--- src/ipg_pkg.sv ---
// constants, types and register map of the interrupt positioning pulse block
//
// Overview of operation
// - relative pulse count is nonzero, 16-bit form or +-999,999 in 32-bit form
// - frequency 10..32,767 Hz; 32-bit: 200,000 adapter, 100,000 transistor
// - each instruction drives exactly one pulse channel 0 to 3
// - positive count: direction high, position up; negative: low, down
// - selection disabled: channels 0..3 trigger on inputs 0..3
// - selection enabled: code 0..7 picks trigger input 0..7
// - code 8 picks that channel's own software trigger command bit
// - codes 9..E at activation give error 6763 and no pulses
// - after the trigger, output the programmed count then stop
// - channel 3 only usable with a second output adapter fitted
// - invert bit off: active input triggers; on: inactive input triggers
// - when the post-trigger count is done, set the complete flag
package ipg_pkg;
	localparam int CLK_HZ = 50_000_000;
	localparam int ADDR_W = 5;
	localparam int SYNC_W = 9;

	////////////////////////////////////////////////////////////////////////
	localparam logic [4:0] OFF_CTRL   = 5'h00;
	localparam logic [4:0] OFF_SELECT = 5'h04;
	localparam logic [4:0] OFF_COUNT  = 5'h08;
	localparam logic [4:0] OFF_FREQ   = 5'h0C;
	localparam logic [4:0] OFF_STATUS = 5'h10;
	localparam logic [4:0] OFF_POS    = 5'h14;
	localparam logic [4:0] OFF_IRQ    = 5'h18;
	localparam logic [4:0] OFF_MASK   = 5'h1C;

	localparam int CB_START = 0;
	localparam int CB_WIDE  = 1;
	localparam int CB_ADPT  = 2;
	localparam int CB_CH    = 4;
	localparam int CB_SELEN = 6;
	localparam int CB_INV   = 8;
	localparam int CB_USR   = 12;

	localparam int SB_BUSY  = 0;
	localparam int SB_DONE  = 1;
	localparam int SB_ERR   = 2;
	localparam int SB_TRIG  = 3;
	localparam int SB_CODE  = 16;

	localparam int IB_DONE  = 0;
	localparam int IB_ERR   = 1;
	localparam int IB_TRIG  = 2;

	localparam logic [15:0] CTRL_RST   = 16'h0000;
	localparam logic [15:0] SELECT_RST = 16'hFFFF;
	localparam logic [31:0] COUNT_RST  = 32'h0000_0000;
	localparam logic [31:0] FREQ_RST   = 32'h0000_0000;
	localparam logic [2:0]  MASK_RST   = 3'h0;

	////////////////////////////////////////////////////////////////////////
	localparam int          CNT32_LIM     = 999_999;
	localparam logic [31:0] FREQ_MIN      = 32'h0000_000A;
	localparam logic [31:0] FREQ16_MAX    = 32'h0000_7FFF;
	localparam logic [31:0] FREQ_ADPT_MAX = 32'h0003_0D40;
	localparam logic [31:0] FREQ_TR_MAX   = 32'h0001_86A0;

	localparam logic [3:0]  SEL_USER   = 4'h8;
	localparam logic [3:0]  SEL_ERR_LO = 4'h9;
	localparam logic [3:0]  SEL_ERR_HI = 4'hE;
	localparam logic [3:0]  SEL_UNUSED = 4'hF;
	localparam logic [15:0] ERR_CODE   = 16'h1A6B;

	typedef enum logic [1:0] {ST_IDLE, ST_PRE, ST_POST} ipg_state_e;

	typedef struct packed {
		logic              wr;
		logic              rd;
		logic [ADDR_W-1:0] addr;
		logic [31:0]       wdata;
	} ipg_bus_s;
endpackage

--- src/ipg_in_sync.sv ---
// three-stage input synchroniser that accepts a level once stages agree
`timescale 1ns/100ps
`default_nettype none
module ipg_in_sync #(
	parameter int WIDTH = 9
) (
	// clock and reset
	input  wire logic             sys_clk,
	input  wire logic             rst_n,
	// asynchronous levels in, filtered levels out
	input  wire logic [WIDTH-1:0] din,
	output var  logic [WIDTH-1:0] dout
);
	logic [WIDTH-1:0] s1_reg;
	logic [WIDTH-1:0] s2_reg;
	logic [WIDTH-1:0] s3_reg;
	logic [WIDTH-1:0] dout_reg;
	logic [WIDTH-1:0] agree;
	logic [WIDTH-1:0] dout_next;

	// s1 feeds only s2; the compare looks at stages two and three
	assign agree     = ~(s2_reg ^ s3_reg);
	assign dout_next = (s3_reg & agree) | (dout_reg & ~agree);
	assign dout      = dout_reg;

	always_ff @(posedge sys_clk or negedge rst_n) begin
		if (!rst_n) begin
			s1_reg   <= '0;
			s2_reg   <= '0;
			s3_reg   <= '0;
			dout_reg <= '0;
		end else begin
			s1_reg   <= din;
			s2_reg   <= s1_reg;
			s3_reg   <= s2_reg;
			dout_reg <= dout_next;
		end
	end
endmodule // ipg_in_sync
`default_nettype wire

--- src/ipg_rate_gen.sv ---
// phase accumulator giving two enable ticks per output pulse period
`timescale 1ns/100ps
`default_nettype none
module ipg_rate_gen #(
	parameter int CLK_HZ = ipg_pkg::CLK_HZ
) (
	// clock and reset
	input  wire logic        sys_clk,
	input  wire logic        rst_n,
	// control
	input  wire logic        enable,
	input  wire logic [31:0] freqHz,
	// one-cycle tick at twice freqHz
	output var  logic        tick
);
	localparam logic [32:0] LIMIT = 33'(CLK_HZ);

	logic [31:0] acc_reg;
	logic [31:0] acc_next;
	logic [32:0] sum;
	logic        wrap;
	logic        tick_reg;

	// no divider: the error of each period is at most one clock
	assign sum      = {1'b0, acc_reg} + {1'b0, freqHz[30:0], 1'b0};
	assign wrap     = enable && (sum >= LIMIT);
	assign acc_next = !enable ? 32'h0000_0000 :
	                  wrap ? 32'(sum - LIMIT) : sum[31:0];
	assign tick     = tick_reg;

	always_ff @(posedge sys_clk or negedge rst_n) begin
		if (!rst_n) begin
			acc_reg  <= 32'h0000_0000;
			tick_reg <= 1'b0;
		end else begin
			acc_reg  <= acc_next;
			tick_reg <= wrap;
		end
	end
endmodule // ipg_rate_gen
`default_nettype wire

--- src/ipg_top.sv ---
// interrupt positioning pulse generator with register port and interrupt
`timescale 1ns/100ps
`default_nettype none
module ipg_top #(
	parameter int CLK_HZ = ipg_pkg::CLK_HZ
) (
	// clock and reset
	input  wire logic             sys_clk,
	input  wire logic             rst_n,
	// register port
	input  wire ipg_pkg::ipg_bus_s bus,
	output var  logic [31:0]      rdData,
	// controller mode, low clears the control bits
	input  wire logic             plcRun,
	// pins
	input  wire logic [7:0]       trigIn,
	input  wire logic             adapter2Fitted,
	// drive side
	output var  logic [3:0]       pulseOut,
	output var  logic [3:0]       directionOut,
	output var  logic             completeFlag,
	output var  logic             irq
);
	import ipg_pkg::*;

	////////////////////////////////////////////////////////////////////////
	logic [15:0] ctrl_reg;
	logic [15:0] select_reg;
	logic [31:0] count_reg;
	logic [31:0] freq_reg;
	logic [2:0]  irqStat_reg;
	logic [2:0]  irqMask_reg;
	logic [31:0] rdData_reg;
	logic        startPrev_reg;
	ipg_state_e  state_reg;
	ipg_state_e  state_next;
	logic [1:0]  ch_reg;
	logic        neg_reg;
	logic [31:0] remain_reg;
	logic [31:0] remain_next;
	logic [31:0] runFreq_reg;
	logic [31:0] pos_reg;
	logic [31:0] pos_next;
	logic [3:0]  pulse_reg;
	logic [3:0]  pulse_next;
	logic [3:0]  dir_reg;
	logic        done_reg;
	logic        done_next;
	logic        err_reg;
	logic        err_next;
	logic        evDone;
	logic        evErr;
	logic        evTrig;
	logic        tick;
	logic [8:0]  syncIn;

	ipg_in_sync #(.WIDTH(SYNC_W)) u_sync (
		.sys_clk (sys_clk),
		.rst_n   (rst_n),
		.din     ({adapter2Fitted, trigIn}),
		.dout    (syncIn)
	);

	wire running = (state_reg != ST_IDLE);

	ipg_rate_gen #(.CLK_HZ(CLK_HZ)) u_rate (
		.sys_clk (sys_clk),
		.rst_n   (rst_n),
		.enable  (running),
		.freqHz  (runFreq_reg),
		.tick    (tick)
	);

	////////////////////////////////////////////////////////////////////////
	// register decode
	wire wrCtrl  = bus.wr && (bus.addr == OFF_CTRL);
	wire wrSel   = bus.wr && (bus.addr == OFF_SELECT);
	wire wrCount = bus.wr && (bus.addr == OFF_COUNT);
	wire wrFreq  = bus.wr && (bus.addr == OFF_FREQ);
	wire wrMask  = bus.wr && (bus.addr == OFF_MASK);
	wire rdIrq   = bus.rd && (bus.addr == OFF_IRQ);

	wire [15:0] ctrl_next = !plcRun ? CTRL_RST :
	                        wrCtrl ? bus.wdata[15:0] : ctrl_reg;

	wire       startBit = ctrl_reg[CB_START];
	wire       wide     = ctrl_reg[CB_WIDE];
	wire       adptOut  = ctrl_reg[CB_ADPT];
	wire [1:0] chSel    = ctrl_reg[CB_CH +: 2];
	wire       selEn    = ctrl_reg[CB_SELEN];
	wire [3:0] invBits  = ctrl_reg[CB_INV +: 4];
	wire [3:0] usrCmd   = ctrl_reg[CB_USR +: 4];
	wire       activate = startBit && !startPrev_reg;

	////////////////////////////////////////////////////////////////////////
	// operand checks made once, at activation
	wire [31:0] cntEff = wide ? count_reg :
	                     {{16{count_reg[15]}}, count_reg[15:0]};
	wire        cntNeg = cntEff[31];
	wire [31:0] cntMag = cntNeg ? 32'(-cntEff) : cntEff;
	wire        cntOk  = (cntEff != 32'h0000_0000) && (!wide ||
	                     ($signed(cntEff) >= -CNT32_LIM &&
	                      $signed(cntEff) <= CNT32_LIM));
	wire [31:0] freqEff = wide ? freq_reg : {16'h0000, freq_reg[15:0]};
	wire [31:0] freqMax = !wide ? FREQ16_MAX :
	                      adptOut ? FREQ_ADPT_MAX : FREQ_TR_MAX;
	wire        freqOk  = (freqEff >= FREQ_MIN) &&
	                      (freqEff <= freqMax);
	wire [3:0]  selNew  = select_reg[4*chSel +: 4];
	// code F has no trigger source, so it is refused like 9..E
	wire        selBad  = selEn && (selNew >= SEL_ERR_LO);
	wire        chBad   = (chSel == 2'h3) && !syncIn[8];
	wire        opBad   = !cntOk || !freqOk || selBad || chBad;

	////////////////////////////////////////////////////////////////////////
	// trigger source of the running channel
	wire [3:0] selRun  = select_reg[4*ch_reg +: 4];
	wire [2:0] physIdx = selEn ? selRun[2:0] : {1'b0, ch_reg};
	wire       physLvl = syncIn[physIdx] ^ invBits[ch_reg];
	// the software command ignores the invert bit
	wire       trigLvl = (selEn && selRun == SEL_USER) ?
	                     usrCmd[ch_reg] : physLvl;
	wire [2:0] physNew = selEn ? selNew[2:0] : {1'b0, chSel};
	wire       trigNew = (selEn && selNew == SEL_USER) ?
	                     usrCmd[chSel] : (syncIn[physNew] ^ invBits[chSel]);

	wire lvl     = |pulse_reg;
	wire riseNow = running && tick && !lvl;
	wire fallNow = running && tick && lvl;

	always_comb begin
		state_next  = state_reg;
		remain_next = remain_reg;
		pos_next    = pos_reg;
		pulse_next  = pulse_reg;
		done_next   = done_reg;
		err_next    = err_reg;
		evDone      = 1'b0;
		evErr       = 1'b0;
		evTrig      = 1'b0;
		if (riseNow) begin
			pulse_next = 4'h1 << ch_reg;
			pos_next   = neg_reg ? pos_reg - 32'h1 : pos_reg + 32'h1;
		end
		if (fallNow) begin
			pulse_next = 4'h0;
		end
		case (state_reg)
		ST_IDLE: begin
			pulse_next = 4'h0;
			if (activate) begin
				done_next = 1'b0;
				err_next  = opBad;
				evErr     = opBad;
				if (!opBad) begin
					remain_next = cntMag;
					// an already active trigger counts at once
					state_next  = trigNew ? ST_POST : ST_PRE;
					evTrig      = trigNew;
				end
			end
		end
		ST_PRE: begin
			if (!startBit) begin
				state_next = ST_IDLE;
				pulse_next = 4'h0;
				// a rise cut off by the stop never reaches the drive
				pos_next   = pos_reg;
			end else if (trigLvl) begin
				state_next = ST_POST;
				evTrig     = 1'b1;
			end
		end
		ST_POST: begin
			if (!startBit) begin
				state_next = ST_IDLE;
				pulse_next = 4'h0;
				pos_next   = pos_reg;
			end else begin
				if (riseNow) begin
					remain_next = remain_reg - 32'h1;
				end
				if (fallNow && remain_reg == 32'h0000_0000) begin
					state_next = ST_IDLE;
					done_next  = 1'b1;
					evDone     = 1'b1;
				end
			end
		end
		default: begin
			state_next = ST_IDLE;
			pulse_next = 4'h0;
			pos_next   = pos_reg;
		end
		endcase
	end

	////////////////////////////////////////////////////////////////////////
	// status, interrupt and read data
	wire [2:0] events = {evTrig, evErr, evDone};
	// an event in the cycle of the clearing read survives it
	wire [2:0] irqStat_next = (irqStat_reg & ~{3{rdIrq}}) | events;
	wire [31:0] statusWord = {(err_reg ? ERR_CODE : 16'h0000), 12'h000,
	                          state_reg == ST_POST, err_reg, done_reg,
	                          running};
	wire [31:0] rdMux =
		(bus.addr == OFF_CTRL)   ? {16'h0000, ctrl_reg} :
		(bus.addr == OFF_SELECT) ? {16'h0000, select_reg} :
		(bus.addr == OFF_COUNT)  ? count_reg :
		(bus.addr == OFF_FREQ)   ? freq_reg :
		(bus.addr == OFF_STATUS) ? statusWord :
		(bus.addr == OFF_POS)    ? pos_reg :
		(bus.addr == OFF_IRQ)    ? {29'h0, irqStat_reg} :
		(bus.addr == OFF_MASK)   ? {29'h0, irqMask_reg} : 32'h0000_0000;

	assign rdData       = rdData_reg;
	assign pulseOut     = pulse_reg;
	assign directionOut = dir_reg;
	assign completeFlag = done_reg;
	assign irq          = |(irqStat_reg & irqMask_reg);

	always_ff @(posedge sys_clk or negedge rst_n) begin
		if (!rst_n) begin
			ctrl_reg      <= CTRL_RST;
			select_reg    <= SELECT_RST;
			count_reg     <= COUNT_RST;
			freq_reg      <= FREQ_RST;
			irqMask_reg   <= MASK_RST;
			irqStat_reg   <= 3'h0;
			rdData_reg    <= 32'h0000_0000;
			startPrev_reg <= 1'b0;
		end else begin
			ctrl_reg      <= ctrl_next;
			select_reg    <= wrSel ? bus.wdata[15:0] : select_reg;
			count_reg     <= wrCount ? bus.wdata : count_reg;
			freq_reg      <= wrFreq ? bus.wdata : freq_reg;
			irqMask_reg   <= wrMask ? bus.wdata[2:0] : irqMask_reg;
			irqStat_reg   <= irqStat_next;
			rdData_reg    <= bus.rd ? rdMux : 32'h0000_0000;
			startPrev_reg <= startBit;
		end
	end

	always_ff @(posedge sys_clk or negedge rst_n) begin
		if (!rst_n) begin
			state_reg   <= ST_IDLE;
			remain_reg  <= 32'h0000_0000;
			pos_reg     <= 32'h0000_0000;
			pulse_reg   <= 4'h0;
			done_reg    <= 1'b0;
			err_reg     <= 1'b0;
			ch_reg      <= 2'h0;
			neg_reg     <= 1'b0;
			runFreq_reg <= 32'h0000_0000;
			dir_reg     <= 4'h0;
		end else begin
			state_reg  <= state_next;
			remain_reg <= remain_next;
			pos_reg    <= pos_next;
			pulse_reg  <= pulse_next;
			done_reg   <= done_next;
			err_reg    <= err_next;
			// operands are frozen until the next activation
			if (state_reg == ST_IDLE && activate && !opBad) begin
				ch_reg           <= chSel;
				neg_reg          <= cntNeg;
				runFreq_reg      <= freqEff;
				dir_reg[chSel]   <= !cntNeg;
			end
		end
	end

	////////////////////////////////////////////////////////////////////////
	property p_oneChannel;
		@(posedge sys_clk) disable iff (!rst_n) $onehot0(pulse_reg);
	endproperty
	a_oneChannel: assert property (p_oneChannel)
		else $error("more than one pulse channel active");

	property p_dirSet;
		@(posedge sys_clk) disable iff (!rst_n)
		(state_reg == ST_IDLE && activate && !opBad)
		|=> dir_reg[ch_reg] == !neg_reg && neg_reg == $past(cntNeg);
	endproperty
	a_dirSet: assert property (p_dirSet)
		else $error("direction does not follow count sign");

	property p_posStep;
		@(posedge sys_clk) disable iff (!rst_n)
		$rose(lvl) |-> pos_reg == (neg_reg ? $past(pos_reg) - 32'h1
		                                   : $past(pos_reg) + 32'h1);
	endproperty
	a_posStep: assert property (p_posStep)
		else $error("position not stepped on pulse");

	property p_badSel;
		@(posedge sys_clk) disable iff (!rst_n)
		(state_reg == ST_IDLE && activate && selEn &&
		 selNew >= SEL_ERR_LO && selNew <= SEL_ERR_HI)
		|=> err_reg && state_reg == ST_IDLE ##1 pulse_reg == 4'h0;
	endproperty
	a_badSel: assert property (p_badSel)
		else $error("bad selection code not refused");

	property p_ch3;
		@(posedge sys_clk) disable iff (!rst_n)
		(state_reg == ST_IDLE && activate && chSel == 2'h3 && !syncIn[8])
		|=> err_reg && !running;
	endproperty
	a_ch3: assert property (p_ch3)
		else $error("channel 3 started without second adapter");

	property p_zeroCount;
		@(posedge sys_clk) disable iff (!rst_n)
		(state_reg == ST_IDLE && activate && cntEff == 32'h0000_0000)
		|=> err_reg;
	endproperty
	a_zeroCount: assert property (p_zeroCount)
		else $error("zero count accepted");

	property p_lowFreq;
		@(posedge sys_clk) disable iff (!rst_n)
		(state_reg == ST_IDLE && activate && freqEff < FREQ_MIN) |=> err_reg;
	endproperty
	a_lowFreq: assert property (p_lowFreq)
		else $error("frequency below minimum accepted");

	property p_preHold;
		@(posedge sys_clk) disable iff (!rst_n)
		(state_reg == ST_PRE) |=> remain_reg == $past(remain_reg);
	endproperty
	a_preHold: assert property (p_preHold)
		else $error("count moved before trigger");

	property p_finish;
		@(posedge sys_clk) disable iff (!rst_n)
		(state_reg == ST_POST && startBit && fallNow &&
		 remain_reg == 32'h0000_0000)
		|=> done_reg && !running ##1 pulse_reg == 4'h0;
	endproperty
	a_finish: assert property (p_finish)
		else $error("run did not end with complete flag");

	c_trigger: cover property (@(posedge sys_clk) disable iff (!rst_n)
		state_reg == ST_PRE ##1 state_reg == ST_POST);
	c_done: cover property (@(posedge sys_clk) disable iff (!rst_n)
		$rose(done_reg));
	c_error: cover property (@(posedge sys_clk) disable iff (!rst_n)
		$rose(err_reg));
endmodule // ipg_top
`default_nettype wire

--- config.mk ---
export PLATFORM = sky130hd
export DESIGN_NAME = ipg_top
export DESIGN_NICKNAME = d
export VERILOG_FILES = /design/src/ipg_pkg.sv /design/src/ipg_in_sync.sv /design/src/ipg_rate_gen.sv /design/src/ipg_top.sv
export SDC_FILE = /design/constraint.sdc
export NUM_CORES = 1
export LEC_CHECK = 0
export BUFFER_PORTS_ARGS = -buffer_cell sky130_fd_sc_hd__clkbuf_2
export CAP_MARGIN = 20
export CELL_PAD_IN_SITES_DETAIL_PLACEMENT = 0
export CELL_PAD_IN_SITES_GLOBAL_PLACEMENT = 1
export CORE_UTILIZATION = 46
export CTS_BUF_LIST = sky130_fd_sc_hd__clkbuf_4
export DETAILED_ROUTE_END_ITERATION = 16
export GPL_TIMING_DRIVEN = 0
export MAX_ROUTING_LAYER = met4
export PLACE_DENSITY_LB_ADDON = 0.1
export SETUP_SLACK_MARGIN = 0.4
export SYNTH_ARGS = -nofsm -noshare
export SYNTH_HDL_FRONTEND = slang
export SYNTH_SLANG_ARGS = --single-unit
--- constraint.sdc ---
create_clock -name sys_clk -period 3.8 [get_ports sys_clk]
set_clock_uncertainty 0.2 [all_clocks]
set_input_delay 0 -clock sys_clk [delete_from_list [all_inputs] [get_ports sys_clk]]
set_output_delay 0 -clock sys_clk [all_outputs]
set_load 0.1 [all_outputs]
# == Yosys cells after proc, flatten, opt, wreduce, memory -nomap -nowiden ==
# Cells that the tools add are included.
# totals
ramBits,0
in_bits,51
word_cells,200
n_memories,0
regBits,314
out_inout_bits,42
latchBits,0
rom_bits,0
# classes
n_addsub,6
shift,3
reduce_logical,49
div,0
n_eq_ne,22
multipliers,0
muxes,73
bitwise_logic,12
magnitude_cmp,11
# op_table
operator,count
$mux W32,19
$pmux W32 S2,2
$sub A32 B1 Y32 const B,2
$mux W18,2
$add A32 B32 Y33,1
$ge A33 B26 Y1 const B,1
$add A32 B1 Y32 const B,1
$ge A32 B21 Y1 const B,1
$ge A32 B4 Y1 const B,1
$le A32 B18 Y1,1
$le A32 B21 Y1 const B,1
$logic_not A32 Y1,1
$mux W16,2
$neg A32 Y32,1
$reduce_bool A32 Y1,1
$shiftx A16 B5 Y4,2
$sub A32 B26 Y32 const B,1
$logic_and A1 B1 Y1,22
$mux W1,21
$eq A5 B5 Y1 const B,4
$and A9 B9 Y9,2
$not A9 Y9,2
$mux W4,4
$mux W2,7
40 further kinds,74

# == Logic depth before layout (Yosys ltp) ==
# logic_depth
word_depth,13
ltp_mapped,18
mapped_depth_nobuf,14

# == Hierarchy ==
# A second synthesis with hierarchy kept.
# unflattened
cells_unflattened,2002
hier_area_um2,19276.0
# modules_own_cells
module,instances,area_each_um2,cells_per_inst
ipg_top,1,14332.5,1456
ipg_rate_gen,1,3941.3,501
ipg_in_sync,1,1002.2,45

# == Worst setup path before layout ==
# Ideal clock, no wire load.
# synth_timing
path_type,flip-flop to flip-flop
startpoint,register runFreq_reg[0]
endpoint,register u_rate.acc_reg[31]
setup_slack_ns,-0.376
arrival_time_ns,3.849
stages_incl_launch_ff,15
path_buffers,1
path_cell_list,dfrtp_1 > ha_1 > fa_1 > a211oi_1 > o21ai_2 > a2111oi_2 > o31ai_2 > a2111oi_4 > o211ai_1 > a31o_1 > o211ai_2 > buf_6 > nor2_4 > or4b_1 > mux2_1
# synth_between
elab_chain_len,5
word_cells_on_any_way,6
cone_classes,add/sub: 2; order compare: 1; mux: 2; reduce/logical: 1
# synth_rtl
item,line_no,source
from (decl),ipg_top.sv:41,logic [31:0] runFreq_reg;
from (signal assigned),ipg_top.sv:267,runFreq_reg <= freqEff;
$add A32 B32 Y33 *,ipg_rate_gen.sv:25,"assign sum = {1'b0, acc_reg} + {1'b0, freqHz[30:0], 1'b0};"
$ge A33 B26 Y1,ipg_rate_gen.sv:26,assign wrap = enable && (sum >= LIMIT);
$logic_and A1 B1 Y1,ipg_rate_gen.sv:26,
$mux W32 *,ipg_rate_gen.sv:28,wrap ? 32'(sum - LIMIT) : sum[31:0];
$mux W32 *,ipg_rate_gen.sv:27,assign acc_next = !enable ? 32'h0000_0000 :
net u_rate.acc_next[31],ipg_rate_gen.sv:19,logic [31:0] acc_next;
to (signal assigned),ipg_rate_gen.sv:36,acc_reg <= acc_next;
to (decl),ipg_rate_gen.sv:18,logic [31:0] acc_reg;
# Mark *: on every way through the listed nets, which the timed path passes. The rest lies on a longest branch.
# A chain may end at the register's enable or synchronous reset.

# == Worst setup path after layout ==
# Same ends and word-level chain as after synthesis.

==> impl_metrics.env <==
export IMPL_r2r_end="u_rate.acc_reg[31]"
export IMPL_worst_path_buf_inv=1
export IMPL_tightestPinTransition_ns=0.9573
export IMPL_timing_rr_start="runFreq_reg[0]"
export IMPL_startpoint_type="flip-flop"
export IMPL_clock_sinks=313
export IMPL_syn_num_nets=1996
export IMPL_fin_ws_ns=-0.3913
export IMPL_cts_tree="yes"
export IMPL_path_cells="ha_2 > fa_2 > a211oi_4 > o21ai_4 > a2111oi_4 > o31ai_4 > a2111oi_4 > o211ai_1 > a31o_1 > o211ai_2 > buf_6 > nor2_4 > or4b_4 > mux2_4"
export IMPL_drt_iter0_drc=1243
export IMPL_clk_path_buf_depth=3
export IMPL_clk_pin_slew_worst_paths_ns=0.07
export IMPL_root_buffer="clkbuf_4"
export IMPL_fmax_ghz=0.2386
export IMPL_layout_drive_gt1_share=0.3041
export IMPL_portBuffers=92
export IMPL_post_drt_wl_per_cell_um=20.78
export IMPL_synthDominantCellAreaShare=0.4056
export IMPL_r2r_slack_ns=-0.39
export IMPL_ys_seq_area_frac=0.4285
export IMPL_use_met3=0.04843
export IMPL_violations="negative setup slack"
export IMPL_power_density_mw_per_mm2=463.3
export IMPL_grtUsageMet1=0.4122
export IMPL_dp_hpwl_mm=40.61
export IMPL_grt_pass1_vias=16450
export IMPL_io_pins=93
export IMPL_route_detailed_drc=0
export IMPL_synth_cell_type_count=90
export IMPL_grt_total_usage=0.3009
export IMPL_h_tree_depth=3
export IMPL_ys_async_sr_fraction=1.000
export IMPL_tns_ns=-7.147
export IMPL_slew_headroom=0.3618
export IMPL_use_met2=0.4518
export IMPL_drtAntennaViolNets=0
export IMPL_die_w_um=201.6
export IMPL_slew_viol_final=0
export IMPL_grt_busiest_layer="met2"
export IMPL_synth_warnings=0
export IMPL_vdd_drop_max_mv=0.3324
export IMPL_cpMostUsedCell="a2111oi_4"
export IMPL_fillers=3211
export IMPL_path_class="reg2reg"
export IMPL_period_minus_slack_ns=4.191
export IMPL_start_util=0.4698
export IMPL_path_max_fanout=4
export IMPL_vias_per_cell=5.803
export IMPL_routed_wl_mm=59.59
export IMPL_status="finished, violations left"
export IMPL_antenna_found_initial=2
export IMPL_synth_top_cell_by_area="dfrtp_1"
export IMPL_synth_seq_cells=313
export IMPL_synth_flop_cell="dfrtp_1"
export IMPL_clk_latency_ns=0.80
export IMPL_synth_edff_count=0
export IMPL_hold_violations=0
export IMPL_cp_top_family="compound AO/OA/AOI/OAI gates"
export IMPL_slowest_stage="or4b_4"
export IMPL_final_nets=2418
export IMPL_hold_path_class="in2async"
export IMPL_placed_area_mm2=0.01975
export IMPL_slowest_delay_ns=0.48
export IMPL_place_ws_ns=-0.7265
export IMPL_grt_overflow=0
export IMPL_die_h_um=201.6
export IMPL_syn2layout_area_growth_pct=33.98
export IMPL_drv_cap=0
export IMPL_grt_first_pass_wirelength_mm=92.73
export IMPL_row_count=72
export IMPL_rr_worst_depth=14
export IMPL_grt_max_degree=108
export IMPL_stdcell_area_mm2=0.02455
export IMPL_end_kind="flip-flop"
export IMPL_cts_made_buffers=87
export IMPL_syn_avg_cell_area_um2=9.857
export IMPL_cp_arrival_ns=4.67
export IMPL_gp_congestion=0.9308
export IMPL_dr_pass1_iters=5
export IMPL_required_ns=4.28
export IMPL_grt_setup_unrepaired="yes"
export IMPL_vias=16640
export IMPL_die_area_mm2=0.04064
export IMPL_synthCells=1859
export IMPL_finalSetupViolCount=26
export IMPL_netlist_area_mm2=0.01832
export IMPL_synth_area_top_cells="dfrtp_1 (41%), mux2_2 (6.1%), ha_1 (5.7%), o21ai_0 (3.8%), nand2_1 (3.7%)"
export IMPL_coreArea_mm2=0.03901
export IMPL_cellLeakagePower_nw=11.06
export IMPL_period_share=1.103
-- cell families (layout without fill, tap and decap cells) --
kind of cell / count (synthesis) / in the layout / synth area share
simple gates: 584 / 584 / 0.1579
mux: 133 / 133 / 0.09252
xor+xnor: 76 / 76 / 0.03633
compound gates: 520 / 520 / 0.1905
buf+inv: 138 / 627 / 0.02977
flops: 313 / 313 / 0.4285
fa+ha+maj: 95 / 95 / 0.06446
other cells: 0 / 2 / 0
-- worst max path at each step --
stage          cells past startpoint      startpoint                  to  slack [ns]
2_1_floorplan                     14  runFreq_reg[0]  u_rate.acc_reg[31]        -0.1
3_3_place_gp                       1           rst_n             neg_reg       -5.67
3_5_place_dp                      14  runFreq_reg[1]  u_rate.acc_reg[22]       -0.73
4_1_cts                           14  runFreq_reg[0]  u_rate.acc_reg[31]       -0.38
5_1_grt                           15  runFreq_reg[0]  u_rate.acc_reg[28]       -0.53
6_report                          14  runFreq_reg[0]  u_rate.acc_reg[31]       -0.39
-- routing by layer --
metal	vias up	share of wire	wire length, um
met1	8240	0.46	27150
met2	496	0.46	27270
met4	0	0.028	1670
met3	127	0.059	3506
met5	-	0	0
li1	7779	-	-
-- worst reg2reg max path, stage by stage, from the launching register on --
cell	delay (ns)
dfrtp_1	0.40
ha_2	0.21
fa_2	0.39
a211oi_4	0.31
o21ai_4	0.14
a2111oi_4	0.39
o31ai_4	0.11
a2111oi_4	0.37
o211ai_1	0.17
a31o_1	0.27
o211ai_2	0.16
buf_6	0.13
nor2_4	0.05
or4b_4	0.48
mux2_4	0.30
-- cells in the mapped netlist (21+ instances only) --
| library cell | n |
|---|---|
| dfrtp_1 | 297 |
| nand2_1 | 179 |
| xnor2_1 | 38 |
| a22oi_1 | 22 |
| and2_1 | 34 |
| nor4_1 | 26 |
| o21ai_0 | 138 |
| a21o_1 | 43 |
| a21oi_1 | 109 |
| clkbuf_1 | 74 |
| xor2_1 | 38 |
| ha_1 | 84 |
| nor3_1 | 55 |
| mux2_2 | 99 |
| inv_1 | 47 |
| nor2b_1 | 21 |
| o31ai_1 | 23 |
| a21boi_0 | 23 |
| nor2_1 | 115 |
| nand3_1 | 29 |
| or3_1 | 28 |
-- what timing repair did --
item | in CTS | in global routing
hold buffers | 124 | 3
gates resized for setup | 210 | 134
pin swaps | 77 | 74
gates cloned | 4 | 1
setup buffers | 75 | 29
setup endpoints to repair | 110 | 121
hold endpoints to repair | 442 | 3
-- through the flow --
stage	hold WS [ns]	total power [W]	cells	utilization
floorplan	-0.4956	0.005980	1859	-
global placement	-0.09159	0.006778	2469	0.5035
detailed placement	-0.2788	0.006846	2473	0.5062
CTS	0.03009	0.01106	2832	0.6103
global route	0.07647	0.01196	2868	0.6294
finish	0.07232	0.01137	2868	0.6294
-- layout make-up --
class                           count  area (um2)  share of cell area
Clock inverter                     26       242.7            0.009887
Inverter                           47       182.7            0.007441
Clock buffer                      130       975.9             0.03975
Antenna cell                        2       5.005           0.0002039
Tap cell                          518       648.1             0.02640
Timing Repair Buffer              333        2863              0.1166
Buffer                             91       616.8             0.02512
Sequential cell                   313        7865              0.3204
Multi-Input combinational cell   1408       11150              0.4542
-- cell usage in the layout, fill, tap and decap left out, types with 32 or more instances in the layout --
cell,n
nor3_1,46
ha_1,63
mux2_2,90
clkbuf_4,131
dfrtp_1,289
clkbuf_2,98
a21oi_1,87
xor2_1,36
xnor2_1,35
nand2_1,171
clkbuf_1,53
o21ai_0,94
o21ai_1,32
inv_1,43
dlygate4sd3_1,125
nor2_1,108
buf_4,70
and2_1,33
a21o_1,43
buf_6,39
-- report_power, final --
group          internal, W  switching [W]
Clock              0.00190        0.00153
Combinational      0.00167        0.00202
Sequential         0.00373       0.000526
Note: power is estimated with default switching activity, not from simulation.
